--- src/rtl/pod_pkg.sv ---
// Constants, register map and carrier types for the pin override and
// debounce block.
// Assumes a 20 MHz system clock and APB with 32-bit data.
package pod_pkg;

  localparam int PINS      = 16;
  localparam int OVR_FUNCS = 4;
  localparam int PER_W     = 8;
  localparam int SEL_W     = 2;
  localparam int ADDR_W    = 12;

  // Register indices; the byte address is four times the index.
  localparam logic [ADDR_W-1:0] IDX_MASK0  = 12'h060;
  localparam logic [ADDR_W-1:0] IDX_MASK1  = 12'h062;
  localparam logic [ADDR_W-1:0] IDX_MASK2  = 12'h064;
  localparam logic [ADDR_W-1:0] IDX_MASK3  = 12'h066;
  localparam logic [ADDR_W-1:0] IDX_LEVEL  = 12'h068;
  localparam logic [ADDR_W-1:0] IDX_DIR    = 12'h06A;
  localparam logic [ADDR_W-1:0] IDX_COARSE = 12'h06C;
  localparam logic [ADDR_W-1:0] IDX_MILLI  = 12'h06D;
  localparam logic [ADDR_W-1:0] IDX_MICRO  = 12'h06E;
  localparam logic [ADDR_W-1:0] IDX_STATUS = 12'h06F;
  localparam logic [ADDR_W-1:0] IDX_SELECT = 12'h070;
  localparam int                ADDR_SHIFT = 2;

  // Reset values.
  localparam logic [PINS-1:0]   MASK_RST   = 16'h0000;
  localparam logic [PINS-1:0]   LEVEL_RST  = 16'h0000;
  localparam logic [PINS-1:0]   DIR_RST    = 16'h0000;
  localparam logic [PER_W-1:0]  PERIOD_RST = 8'h0A;
  localparam logic [31:0]       SELECT_RST = 32'h0000_0000;
  localparam int                STATUS_BIT = 0;

  // Timebase figures.
  localparam int CLK_NS      = 50;
  localparam int US_NS       = 1000;
  localparam int US_CYCLES   = (US_NS + CLK_NS - 1) / CLK_NS;
  localparam int MS_US       = 1000;
  localparam int TEN_MS_MS   = 10;

  // Per-pin timebase selector codes.
  typedef enum logic [1:0] {
    POD_SEL_OFF    = 2'b00,
    POD_SEL_MICRO  = 2'b01,
    POD_SEL_MILLI  = 2'b10,
    POD_SEL_COARSE = 2'b11
  } pod_sel_t;

  typedef struct packed {
    logic [PER_W-1:0] coarse;
    logic [PER_W-1:0] milli;
    logic [PER_W-1:0] micro;
  } pod_period_t;

  typedef struct packed {
    logic coarse;
    logic milli;
    logic micro;
  } pod_tick_t;

endpackage : pod_pkg

--- src/rtl/pod_filter.sv ---
// One debounce filter for a single pin.
// Assumes a synchronised input and free-running one-cycle tick pulses.
`timescale 1ns/10ps
`default_nettype none
module pod_filter (
  input  wire logic                         clk,
  input  wire logic                         rst,
  input  wire logic                         pin_sync,
  input  wire pod_pkg::pod_sel_t            sel,
  input  wire pod_pkg::pod_tick_t           ticks,
  input  wire pod_pkg::pod_period_t         periods,
  output logic                              filt,
  output logic                              pending
);

  logic                       prev_reg;
  logic                       filt_reg;
  logic [pod_pkg::PER_W-1:0]  cnt_reg;
  logic [pod_pkg::PER_W-1:0]  period;
  logic                       tick;

  always_comb
  begin
    period = '0;
    tick   = 1'b0;
    unique case (sel)
      pod_pkg::POD_SEL_OFF:
      begin
        period = '0;
        tick   = 1'b0;
      end
      pod_pkg::POD_SEL_MICRO:
      begin
        period = periods.micro;
        tick   = ticks.micro;
      end
      pod_pkg::POD_SEL_MILLI:
      begin
        period = periods.milli;
        tick   = ticks.milli;
      end
      pod_pkg::POD_SEL_COARSE:
      begin
        period = periods.coarse;
        tick   = ticks.coarse;
      end
    endcase
  end

  always_ff @(posedge clk)
  begin
    if (rst)
      prev_reg <= 1'b0;
    else
      prev_reg <= pin_sync;
  end

  // Each input change reloads the count; ticks then count it down.
  always_ff @(posedge clk)
  begin
    if (rst)
    begin
      cnt_reg  <= '0;
      filt_reg <= 1'b0;
    end
    else if (sel == pod_pkg::POD_SEL_OFF)
    begin
      cnt_reg  <= '0;
      filt_reg <= pin_sync;
    end
    else if (pin_sync != prev_reg)
      cnt_reg <= period;
    else if (pin_sync != filt_reg)
    begin
      if (cnt_reg == '0)
        filt_reg <= pin_sync;
      else if (tick)
        cnt_reg <= cnt_reg - 1'b1;
    end
  end

  assign filt    = filt_reg;
  assign pending = (sel != pod_pkg::POD_SEL_OFF) && (pin_sync != filt_reg);

endmodule : pod_filter
`default_nettype wire

--- src/rtl/pod_top.sv ---
// Pin override mapping and input debounce for a 16-pin I/O bank.
// Assumes APB from software, raw pins from outside and trigger sources
// and normal pin configuration from logic on the same clock.
//
// Functional notes
// Four override functions, each with its own 16-bit pin mask register.
// A masked pin takes its output state from the override, not normal config.
// Several masks may select the same pin; no mask setting is altered.
// Triggered override drives a masked pin's level from the shared level.
// Triggered override sets a masked pin's direction from shared direction.
// Eight-bit period in 10 ms units, reset 0Ah.
// Eight-bit period in 1 ms units, reset 0Ah.
// Eight-bit period in 1 us units, reset 0Ah.
// A transition not stable for the whole period is suppressed.
// Effective debounce time is the count or one count fewer.
// Read-only status bit 0 is 1 while any debounce is pending.
// Two-bit selector per pin: off, microsecond, millisecond, ten-ms.
// Override triggers on source match and holds until disabled.
// A pin masked by any triggered override takes the shared values.
// Free-running prescalers make ticks; each input change restarts a count.
`timescale 1ns/10ps
`default_nettype none
module pod_top #(
  parameter int US_PER_MS    = pod_pkg::MS_US,
  parameter int MS_PER_TEN   = pod_pkg::TEN_MS_MS,
  parameter int CYC_PER_US   = pod_pkg::US_CYCLES
) (
  input  wire logic                          CLK,
  input  wire logic                          RST,
  input  wire logic                          PSEL,
  input  wire logic                          PENABLE,
  input  wire logic                          PWRITE,
  input  wire logic [pod_pkg::ADDR_W-1:0]    PADDR,
  input  wire logic [31:0]                   PWDATA,
  output logic      [31:0]                   PRDATA,
  output logic                               PREADY,
  output logic                               PSLVERR,
  input  wire logic [pod_pkg::PINS-1:0]      PIN_IN,
  input  wire logic [pod_pkg::PINS-1:0]      NORMAL_LEVEL,
  input  wire logic [pod_pkg::PINS-1:0]      NORMAL_DIR,
  input  wire logic [pod_pkg::OVR_FUNCS-1:0] OVERRIDE_ON,
  input  wire logic [pod_pkg::OVR_FUNCS-1:0] SOURCE_MATCH,
  output logic      [pod_pkg::PINS-1:0]      PIN_LEVEL,
  output logic      [pod_pkg::PINS-1:0]      PIN_DIR,
  output logic      [pod_pkg::PINS-1:0]      PIN_FILTERED,
  output logic      [pod_pkg::OVR_FUNCS-1:0] OVERRIDE_TRIGGERED,
  output logic                               FILTER_PENDING
);

  localparam int NP = pod_pkg::PINS;
  localparam int NF = pod_pkg::OVR_FUNCS;
  localparam int SW = pod_pkg::SEL_W;

  ////////////////////////////////////////////////////////////////////////////
  // Register storage.
  logic [NP-1:0]               mask_reg [NF];
  logic [NP-1:0]               level_reg;
  logic [NP-1:0]               dir_reg;
  pod_pkg::pod_period_t        period_reg;
  logic [31:0]                 select_reg;
  logic [NF-1:0]               trig_reg;
  logic                        pending_reg;
  logic [31:0]                 prdata_reg;
  logic                        pready_reg;
  logic                        pslverr_reg;
  logic [NP-1:0]               pin_level_reg;
  logic [NP-1:0]               pin_dir_reg;
  logic [NP-1:0]               filt_reg;
  logic [NP-1:0]               sync1_reg;
  logic [NP-1:0]               sync2_reg;

  logic [NP-1:0]               filt_next;
  logic [NP-1:0]               pend_vec;
  logic [NP-1:0]               hit_next;
  logic [pod_pkg::ADDR_W-1:0]  idx;
  logic                        addr_ok;
  logic                        addr_aligned;
  logic                        wr_take;
  logic [31:0]                 rd_data;
  pod_pkg::pod_sel_t           sel_vec [NP];

  ////////////////////////////////////////////////////////////////////////////
  // APB decode.
  assign idx = PADDR >> pod_pkg::ADDR_SHIFT;
  assign addr_aligned = (PADDR[pod_pkg::ADDR_SHIFT-1:0] == '0);
  // A write lands only at the edge where PREADY is sampled high.
  assign wr_take = PSEL && PENABLE && pready_reg && PWRITE;

  always_comb
  begin
    rd_data = 32'h0000_0000;
    addr_ok = addr_aligned;
    unique case (idx)
      pod_pkg::IDX_MASK0:  rd_data[NP-1:0] = mask_reg[0];
      pod_pkg::IDX_MASK1:  rd_data[NP-1:0] = mask_reg[1];
      pod_pkg::IDX_MASK2:  rd_data[NP-1:0] = mask_reg[2];
      pod_pkg::IDX_MASK3:  rd_data[NP-1:0] = mask_reg[3];
      pod_pkg::IDX_LEVEL:  rd_data[NP-1:0] = level_reg;
      pod_pkg::IDX_DIR:    rd_data[NP-1:0] = dir_reg;
      pod_pkg::IDX_COARSE: rd_data[pod_pkg::PER_W-1:0] = period_reg.coarse;
      pod_pkg::IDX_MILLI:  rd_data[pod_pkg::PER_W-1:0] = period_reg.milli;
      pod_pkg::IDX_MICRO:  rd_data[pod_pkg::PER_W-1:0] = period_reg.micro;
      pod_pkg::IDX_STATUS: rd_data[pod_pkg::STATUS_BIT] = pending_reg;
      pod_pkg::IDX_SELECT: rd_data = select_reg;
      default:             addr_ok = 1'b0;
    endcase
    if (!addr_aligned)
      rd_data = 32'h0000_0000;
  end

  // One wait state: the answer is ready in the second access cycle.
  always_ff @(posedge CLK)
  begin
    if (RST)
    begin
      pready_reg  <= 1'b0;
      pslverr_reg <= 1'b0;
      prdata_reg  <= 32'h0000_0000;
    end
    else if (PSEL && PENABLE && !pready_reg)
    begin
      pready_reg  <= 1'b1;
      pslverr_reg <= !addr_ok;
      prdata_reg  <= PWRITE ? 32'h0000_0000 : rd_data;
    end
    else
    begin
      pready_reg  <= 1'b0;
      pslverr_reg <= 1'b0;
      prdata_reg  <= 32'h0000_0000;
    end
  end

  ////////////////////////////////////////////////////////////////////////////
  // Override mask, level and direction registers.
  genvar gf;
  generate
    for (gf = 0; gf < NF; gf++)
    begin : g_mask
      always_ff @(posedge CLK)
      begin
        if (RST)
          mask_reg[gf] <= pod_pkg::MASK_RST;
        else if (wr_take && addr_ok &&
                 idx == pod_pkg::IDX_MASK0 + pod_pkg::ADDR_W'(2 * gf))
          mask_reg[gf] <= PWDATA[NP-1:0];  // see R1
      end
    end
  endgenerate

  always_ff @(posedge CLK)
  begin
    if (RST)
    begin
      level_reg <= pod_pkg::LEVEL_RST;
      dir_reg   <= pod_pkg::DIR_RST;
    end
    else if (wr_take && addr_ok)
    begin
      if (idx == pod_pkg::IDX_LEVEL)
        level_reg <= PWDATA[NP-1:0];
      if (idx == pod_pkg::IDX_DIR)
        dir_reg <= PWDATA[NP-1:0];
    end
  end

  ////////////////////////////////////////////////////////////////////////////
  // Debounce period and selector registers.
  always_ff @(posedge CLK)
  begin
    if (RST)
    begin
      period_reg.coarse <= pod_pkg::PERIOD_RST;
      period_reg.milli  <= pod_pkg::PERIOD_RST;
      period_reg.micro  <= pod_pkg::PERIOD_RST;
    end
    else if (wr_take && addr_ok)
    begin
      if (idx == pod_pkg::IDX_COARSE)
        period_reg.coarse <= PWDATA[pod_pkg::PER_W-1:0];
      if (idx == pod_pkg::IDX_MILLI)
        period_reg.milli <= PWDATA[pod_pkg::PER_W-1:0];
      if (idx == pod_pkg::IDX_MICRO)
        period_reg.micro <= PWDATA[pod_pkg::PER_W-1:0];
    end
  end

  always_ff @(posedge CLK)
  begin
    if (RST)
      select_reg <= pod_pkg::SELECT_RST;
    else if (wr_take && addr_ok && idx == pod_pkg::IDX_SELECT)
      select_reg <= PWDATA;
  end

  ////////////////////////////////////////////////////////////////////////////
  // Override triggering and output mapping.
  // A disabled function is cleared at once, even in a matching cycle.
  always_ff @(posedge CLK)
  begin
    if (RST)
      trig_reg <= '0;
    else
      trig_reg <= OVERRIDE_ON & (trig_reg | SOURCE_MATCH);
  end

  // Any triggered function whose mask holds a pin claims that pin.
  always_comb
  begin
    hit_next = '0;
    for (int f = 0; f < NF; f++)
      hit_next = hit_next | (mask_reg[f] & {NP{trig_reg[f]}});
  end

  always_ff @(posedge CLK)
  begin
    if (RST)
    begin
      pin_level_reg <= '0;
      pin_dir_reg   <= '0;
    end
    else
    begin

      pin_level_reg <= (hit_next & level_reg) | (~hit_next & NORMAL_LEVEL);
      pin_dir_reg   <= (hit_next & dir_reg) | (~hit_next & NORMAL_DIR);
    end
  end

  ////////////////////////////////////////////////////////////////////////////
  // Free-running timebase prescalers.
  logic [15:0]           us_cnt_reg;
  logic [15:0]           ms_cnt_reg;
  logic [15:0]           ten_cnt_reg;
  pod_pkg::pod_tick_t    tick_reg;

  // The ticks run free, so a filter may end up to one tick early.
  always_ff @(posedge CLK)
  begin
    if (RST)
    begin
      us_cnt_reg  <= '0;
      ms_cnt_reg  <= '0;
      ten_cnt_reg <= '0;
      tick_reg    <= '0;
    end
    else
    begin
      tick_reg <= '0;
      if (us_cnt_reg == 16'(CYC_PER_US - 1))
      begin
        us_cnt_reg     <= '0;
        tick_reg.micro <= 1'b1;
        if (ms_cnt_reg == 16'(US_PER_MS - 1))
        begin
          ms_cnt_reg     <= '0;
          tick_reg.milli <= 1'b1;
          if (ten_cnt_reg == 16'(MS_PER_TEN - 1))
          begin
            ten_cnt_reg     <= '0;
            tick_reg.coarse <= 1'b1;
          end
          else
            ten_cnt_reg <= ten_cnt_reg + 16'h0001;
        end
        else
          ms_cnt_reg <= ms_cnt_reg + 16'h0001;
      end
      else
        us_cnt_reg <= us_cnt_reg + 16'h0001;
    end
  end

  ////////////////////////////////////////////////////////////////////////////
  // Pin synchronisers and per-pin filters.
  // Only the second stage is read; the first may still be settling.
  always_ff @(posedge CLK)
  begin
    if (RST)
    begin
      sync1_reg <= '0;
      sync2_reg <= '0;
    end
    else
    begin
      sync1_reg <= PIN_IN;
      sync2_reg <= sync1_reg;
    end
  end

  // Split the selector word into one two-bit code per pin.
  always_comb
  begin
    for (int p = 0; p < NP; p++)
      sel_vec[p] = pod_pkg::pod_sel_t'(select_reg[SW*p +: SW]);
  end

  genvar gp;
  generate
    for (gp = 0; gp < NP; gp++)
    begin : g_pin
      pod_filter u_filter (
        .clk      (CLK),
        .rst      (RST),
        .pin_sync (sync2_reg[gp]),
        .sel      (sel_vec[gp]),
        .ticks    (tick_reg),
        .periods  (period_reg),
        .filt     (filt_next[gp]),
        .pending  (pend_vec[gp])
      );
    end
  endgenerate

  always_ff @(posedge CLK)
  begin
    if (RST)
    begin
      filt_reg    <= '0;
      pending_reg <= 1'b0;
    end
    else
    begin
      filt_reg    <= filt_next;
      pending_reg <= |pend_vec;
    end
  end

  ////////////////////////////////////////////////////////////////////////////
  // Outputs.
  assign PRDATA             = prdata_reg;
  assign PREADY             = pready_reg;
  assign PSLVERR            = pslverr_reg;
  assign PIN_LEVEL          = pin_level_reg;
  assign PIN_DIR            = pin_dir_reg;
  assign PIN_FILTERED       = filt_reg;
  assign OVERRIDE_TRIGGERED = trig_reg;
  assign FILTER_PENDING     = pending_reg;

endmodule : pod_top
`default_nettype wire

--- config.mk ---
export PLATFORM = sky130hd
export DESIGN_NAME = pod_top
export DESIGN_NICKNAME = d
export VERILOG_FILES = /design/src/rtl/pod_pkg.sv /design/src/rtl/pod_filter.sv /design/src/rtl/pod_top.sv
export SDC_FILE = /design/constraint.sdc
export NUM_CORES = 1
export LEC_CHECK = 0
export ABC_AREA = 1
export BUFFER_PORTS_ARGS = -buffer_cell sky130_fd_sc_hd__buf_2
export CORE_ASPECT_RATIO = 1.25
export CORE_MARGIN = 4
export CORE_UTILIZATION = 40
export CTS_BUF_LIST = sky130_fd_sc_hd__clkbuf_16
export CTS_CLUSTER_SIZE = 30
export DETAILED_ROUTE_END_ITERATION = 8
export SETUP_SLACK_MARGIN = 0.5
export SLEW_MARGIN = 10
export SYNTH_ARGS = -nofsm -noshare
export SYNTH_HDL_FRONTEND = slang
export SYNTH_SLANG_ARGS = --single-unit
--- constraint.sdc ---
create_clock -name CLK -period 3.4 [get_ports CLK]
set_input_delay 1.02 -clock CLK [delete_from_list [all_inputs] [get_ports CLK]]
set_output_delay 1.02 -clock CLK [all_outputs]
set_load 0.02 [all_outputs]
==> impl_metrics.xml <==
<?xml version="1.0" encoding="UTF-8"?>
<metrics>
  <group name="clocking">
    <metric name="htree_levels" unit="">2</metric>
    <metric name="cts_tree" unit="">done</metric>
    <metric name="insertion_delay" unit="ns">0.60</metric>
    <metric name="cts_root_buf" unit="">sky130_fd_sc_hd__clkbuf_16</metric>
    <metric name="cts.sinks" unit="">482</metric>
    <metric name="cts.path.max_buffers" unit="">3</metric>
    <metric name="path_clk_slew" unit="ns">0.06</metric>
    <metric name="cts_resized" unit="">0</metric>
    <metric name="cts_buffers" unit="">52</metric>
    <metric name="cts.repair_timing.setup_buffer_count" unit="">0</metric>
    <metric name="hold_buffers" unit="">0</metric>
  </group>
  <group name="synthesis">
    <metric name="synth_area_leaders" unit="">sky130_fd_sc_hd__dfxtp_1 33%, sky130_fd_sc_hd__nor2_1 9.4%, sky130_fd_sc_hd__edfxtp_1 7.7%</metric>
    <metric name="synth.lib_cells_used.distinct" unit="">42</metric>
    <metric name="syn-mean-instance-area" unit="um^2">7.06</metric>
    <metric name="synth.largest_area_cell" unit="">sky130_fd_sc_hd__dfxtp_1</metric>
    <metric name="asyncSetResetFlopFracSynth" unit="%">0</metric>
    <metric name="mappedNetlistArea" unit="mm^2">0.0251</metric>
    <metric name="seq_area_frac_synth" unit="%">41.0</metric>
    <metric name="synth.yosys.warnings" unit="">0</metric>
    <metric name="synth.most_common_cell" unit="">sky130_fd_sc_hd__nor2_1</metric>
    <metric name="nets_in_the_synthesized_netlist" unit="">3681</metric>
    <metric name="ys_dominant_reg_cell" unit="">sky130_fd_sc_hd__dfxtp_1</metric>
    <metric name="ys_seq_elements" unit="">482</metric>
    <metric name="synth_cells" unit="">3555</metric>
    <metric name="synth_common_cells" unit="">630 x sky130_fd_sc_hd__nor2_1, 483 x sky130_fd_sc_hd__nand2_1, 481 x sky130_fd_sc_hd__inv_1</metric>
    <metric name="number_of_enable_type_register_cells_in_the_synthesized_netlist" unit="">64</metric>
    <metric name="synth_largest_type_area_fraction" unit="%">33.3</metric>
  </group>
  <group name="cells_and_area">
    <metric name="largest_register_ff_count" unit="">128</metric>
    <metric name="drive_above_1_share" unit="%">10.6</metric>
    <metric name="area_growth_syn_to_layout" unit="%">14.3</metric>
    <metric name="layout.area.seq" unit="mm^2">0.0103</metric>
    <metric name="filler_free_cell_count_of_the_finished_design" unit="">4586</metric>
    <metric name="multiInputGateArea" unit="mm^2">0.0123</metric>
    <metric name="final_nets" unit="">3839</metric>
    <metric name="fillers" unit="">6435</metric>
  </group>
  <group name="detailed_routing">
    <metric name="drt_first_pass_iters" unit="">7</metric>
    <metric name="drt-vias-per-instance" unit="">5.41</metric>
    <metric name="drc_violation_total_after_the_first_tritonroute_iteration" unit="">2541</metric>
    <metric name="num_vias" unit="">24831</metric>
    <metric name="routed_wirelength" unit="mm">83.3</metric>
    <metric name="detail-route-antenna-nets" unit="">0</metric>
    <metric name="drc_errors" unit="">0</metric>
    <metric name="routed_wire_length_per_instance" unit="um">18.2</metric>
  </group>
  <group name="setup_path">
    <metric name="setup.worst_path.class" unit="">in -&gt; reg</metric>
    <metric name="critical_path_arrival" unit="ns">3.12</metric>
    <metric name="critical_path_rt" unit="ns">3.87</metric>
    <metric name="cp-start-kind" unit="">input pin</metric>
    <metric name="worst-path-max-fanout" unit="">48</metric>
    <metric name="critPathCaptureType" unit="">flop</metric>
  </group>
  <group name="die">
    <metric name="chipHeight" unit="um">288</metric>
    <metric name="dieWidth" unit="um">232</metric>
    <metric name="die_area" unit="mm^2">0.0668</metric>
    <metric name="ioPinCount" unit="">192</metric>
    <metric name="core" unit="mm^2">0.0620</metric>
    <metric name="starting_density_of_the_core" unit="%">40.5</metric>
    <metric name="row_count" unit="">102</metric>
  </group>
  <group name="global_routing">
    <metric name="antenna_found_initial" unit="">2</metric>
    <metric name="maximum_number_of_pins_on_one_net_before_global_route_repair" unit="">68</metric>
    <metric name="grt.total_usage" unit="%">24.0</metric>
    <metric name="grt.overflow.total" unit="">0</metric>
    <metric name="first_global_vias" unit="">23109</metric>
    <metric name="grt_pass1_wl" unit="mm">128</metric>
  </group>
  <group name="power_and_ir_drop">
    <metric name="cellPowerDensity" unit="mW/mm^2">432</metric>
    <metric name="p_leak" unit="nW">12.1</metric>
    <metric name="ir_drop" unit="uV">388</metric>
  </group>
  <group name="status">
    <metric name="outcome" unit="">finished clean</metric>
  </group>
  <group name="sta">
    <metric name="grt_setup_unrepaired" unit="">false</metric>
    <metric name="fmaxAchievable" unit="MHz">378</metric>
    <metric name="report.final.setup_viol" unit="">0</metric>
    <metric name="timing_max_transition_violations_final" unit="">0</metric>
    <metric name="worst_clock_skew" unit="ns">0.0278</metric>
    <metric name="layout_worst_path_cycle_share" unit="%">77.7</metric>
    <metric name="period_needed" unit="ns">2.64</metric>
    <metric name="hold_viol" unit="">0</metric>
    <metric name="tightest_slew" unit="ns">1.19</metric>
    <metric name="max_slew_margin" unit="%">20.3</metric>
    <metric name="fin_setup_tns" unit="ns">0</metric>
  </group>
  <group name="job">
    <metric name="timing.max_cap.violations" unit="">0</metric>
  </group>
  <group name="place">
    <metric name="final_wtd_congestion" unit="">0.939</metric>
    <metric name="placed_cell_count" unit="">4491</metric>
    <metric name="port-buffer-count" unit="">191</metric>
    <metric name="hpwlAfterDp" unit="mm">57.6</metric>
  </group>
  <group name="worst_hold_path">
    <metric name="min_path_type" unit="">reg -&gt; reg</metric>
  </group>
</metrics>
-- final timing paths --
check | from | endpoint | slack, ns | depth (start not counted)
setup / recovery | PADDR[10] | select_reg[24] | 0.76 | 13
hold reg to reg | sync1_reg[14] | sync2_reg[14] | 0.41 | 2
setup reg to reg | tick_reg[2] | g_pin[15].u_filter.cnt_reg[1] | 1.11 | 8
hold / removal | sync1_reg[14] | sync2_reg[14] | 0.41 | 2
-- metrics by stage --
step | worst slack, ns | hold WS, ns | util, % | instance area, um^2 | total power [mW]
floorplan | 0.396 | 0.388 | - | 25100 | 6.45
global placement | 0.280 | 0.391 | 43.4 | 26900 | 6.74
detailed placement | 0.209 | 0.401 | 43.4 | 26900 | 6.73
CTS | 0.830 | 0.409 | 46.2 | 28700 | 12.5
global route | 0.550 | 0.439 | 46.2 | 28700 | 12.8
finish | 0.757 | 0.406 | 46.2 | 28700 | 12.4
-- worst max-delay path: stages --
cell and delay, ns:
sky130_fd_sc_hd__buf_2 0.08, sky130_fd_sc_hd__inv_2 0.02, sky130_fd_sc_hd__nand2_1 0.20, sky130_fd_sc_hd__nor2_1 0.11, sky130_fd_sc_hd__nand2_1 0.15, sky130_fd_sc_hd__nand2_1 0.07
sky130_fd_sc_hd__nand2_1 0.12, sky130_fd_sc_hd__nand3_2 0.43, sky130_fd_sc_hd__nand4_4 0.20, sky130_fd_sc_hd__buf_4 0.45, sky130_fd_sc_hd__nand2_1 0.09, sky130_fd_sc_hd__nand2_1 0.08
sky130_fd_sc_hd__nor2_1 0.05
-- logic make-up (layout without fill, tap and decap cells) --
family,after synthesis,after routing,share of synthesized area (%)
xor gates and xnor gates,99,99,3.46
buffers and inverters,649,847,10.1
and+or+nand+nor,1453,1453,25.1
AOI/OAI and AO/OA,851,851,19.3
other,0,1,0
DFF,482,482,41.0
adders and majority gates,21,21,1.05
-- cells in the final DEF (no fill, tap or decap), types with 12 or more instances in the layout --
| cell type | Yosys | final |
|---|---|---|
| sky130_fd_sc_hd__or2_2 | 20 | 20 |
| sky130_fd_sc_hd__xnor2_1 | 34 | 34 |
| sky130_fd_sc_hd__ha_1 | 21 | 21 |
| sky130_fd_sc_hd__nand3_1 | 117 | 117 |
| sky130_fd_sc_hd__xor2_1 | 65 | 65 |
| sky130_fd_sc_hd__nor3_2 | 36 | 36 |
| sky130_fd_sc_hd__a21oi_1 | 197 | 197 |
| sky130_fd_sc_hd__buf_2 | 43 | 190 |
| sky130_fd_sc_hd__clkbuf_16 | 0 | 56 |
| sky130_fd_sc_hd__a211oi_1 | 30 | 30 |
| sky130_fd_sc_hd__nor2_1 | 630 | 629 |
| sky130_fd_sc_hd__dfxtp_1 | 418 | 418 |
| sky130_fd_sc_hd__inv_1 | 481 | 492 |
| sky130_fd_sc_hd__nand4_1 | 49 | 49 |
| sky130_fd_sc_hd__o22ai_1 | 228 | 228 |
| sky130_fd_sc_hd__nand2_1 | 483 | 483 |
| sky130_fd_sc_hd__o21ai_0 | 302 | 302 |
| sky130_fd_sc_hd__nor4_1 | 12 | 12 |
| sky130_fd_sc_hd__edfxtp_1 | 64 | 64 |
| sky130_fd_sc_hd__clkinv_1 | 18 | 28 |
| sky130_fd_sc_hd__o221ai_1 | 31 | 31 |
| sky130_fd_sc_hd__nor3_1 | 81 | 81 |
| sky130_fd_sc_hd__a31oi_1 | 35 | 35 |
| sky130_fd_sc_hd__buf_4 | 6 | 55 |
| sky130_fd_sc_hd__o211ai_1 | 14 | 14 |
-- final cells by class --
class	instances	share of cell area, %
Antenna cell	1	0.00873
Clock buffer	56	4.89
Clock inverter	38	1.13
Inverter	504	6.61
Multi-Input combinational cell	2424	42.8
Sequential cell	482	35.9
Tap cell	832	3.63
Timing Repair Buffer	249	5.01
-- power breakdown --
group	internal [mW]	total, mW	switching (mW)
registers	5.85	5.90	0.0471
clock network	3.40	5.78	2.38
logic	0.208	0.709	0.500
-- per-layer routing --
metal / GRT usage [%] / vias to the layer above / part of all wire, %
li1: - / 12155 / -
met1: 30.0 / 11424 / 41
met2: 40.3 / 989 / 46
met3: 4.44 / 261 / 7.7
met4: 10.7 / 2 / 5.1
met5: 0 / - / 0.0084
Note: power is estimated with default switching activity, not from simulation.
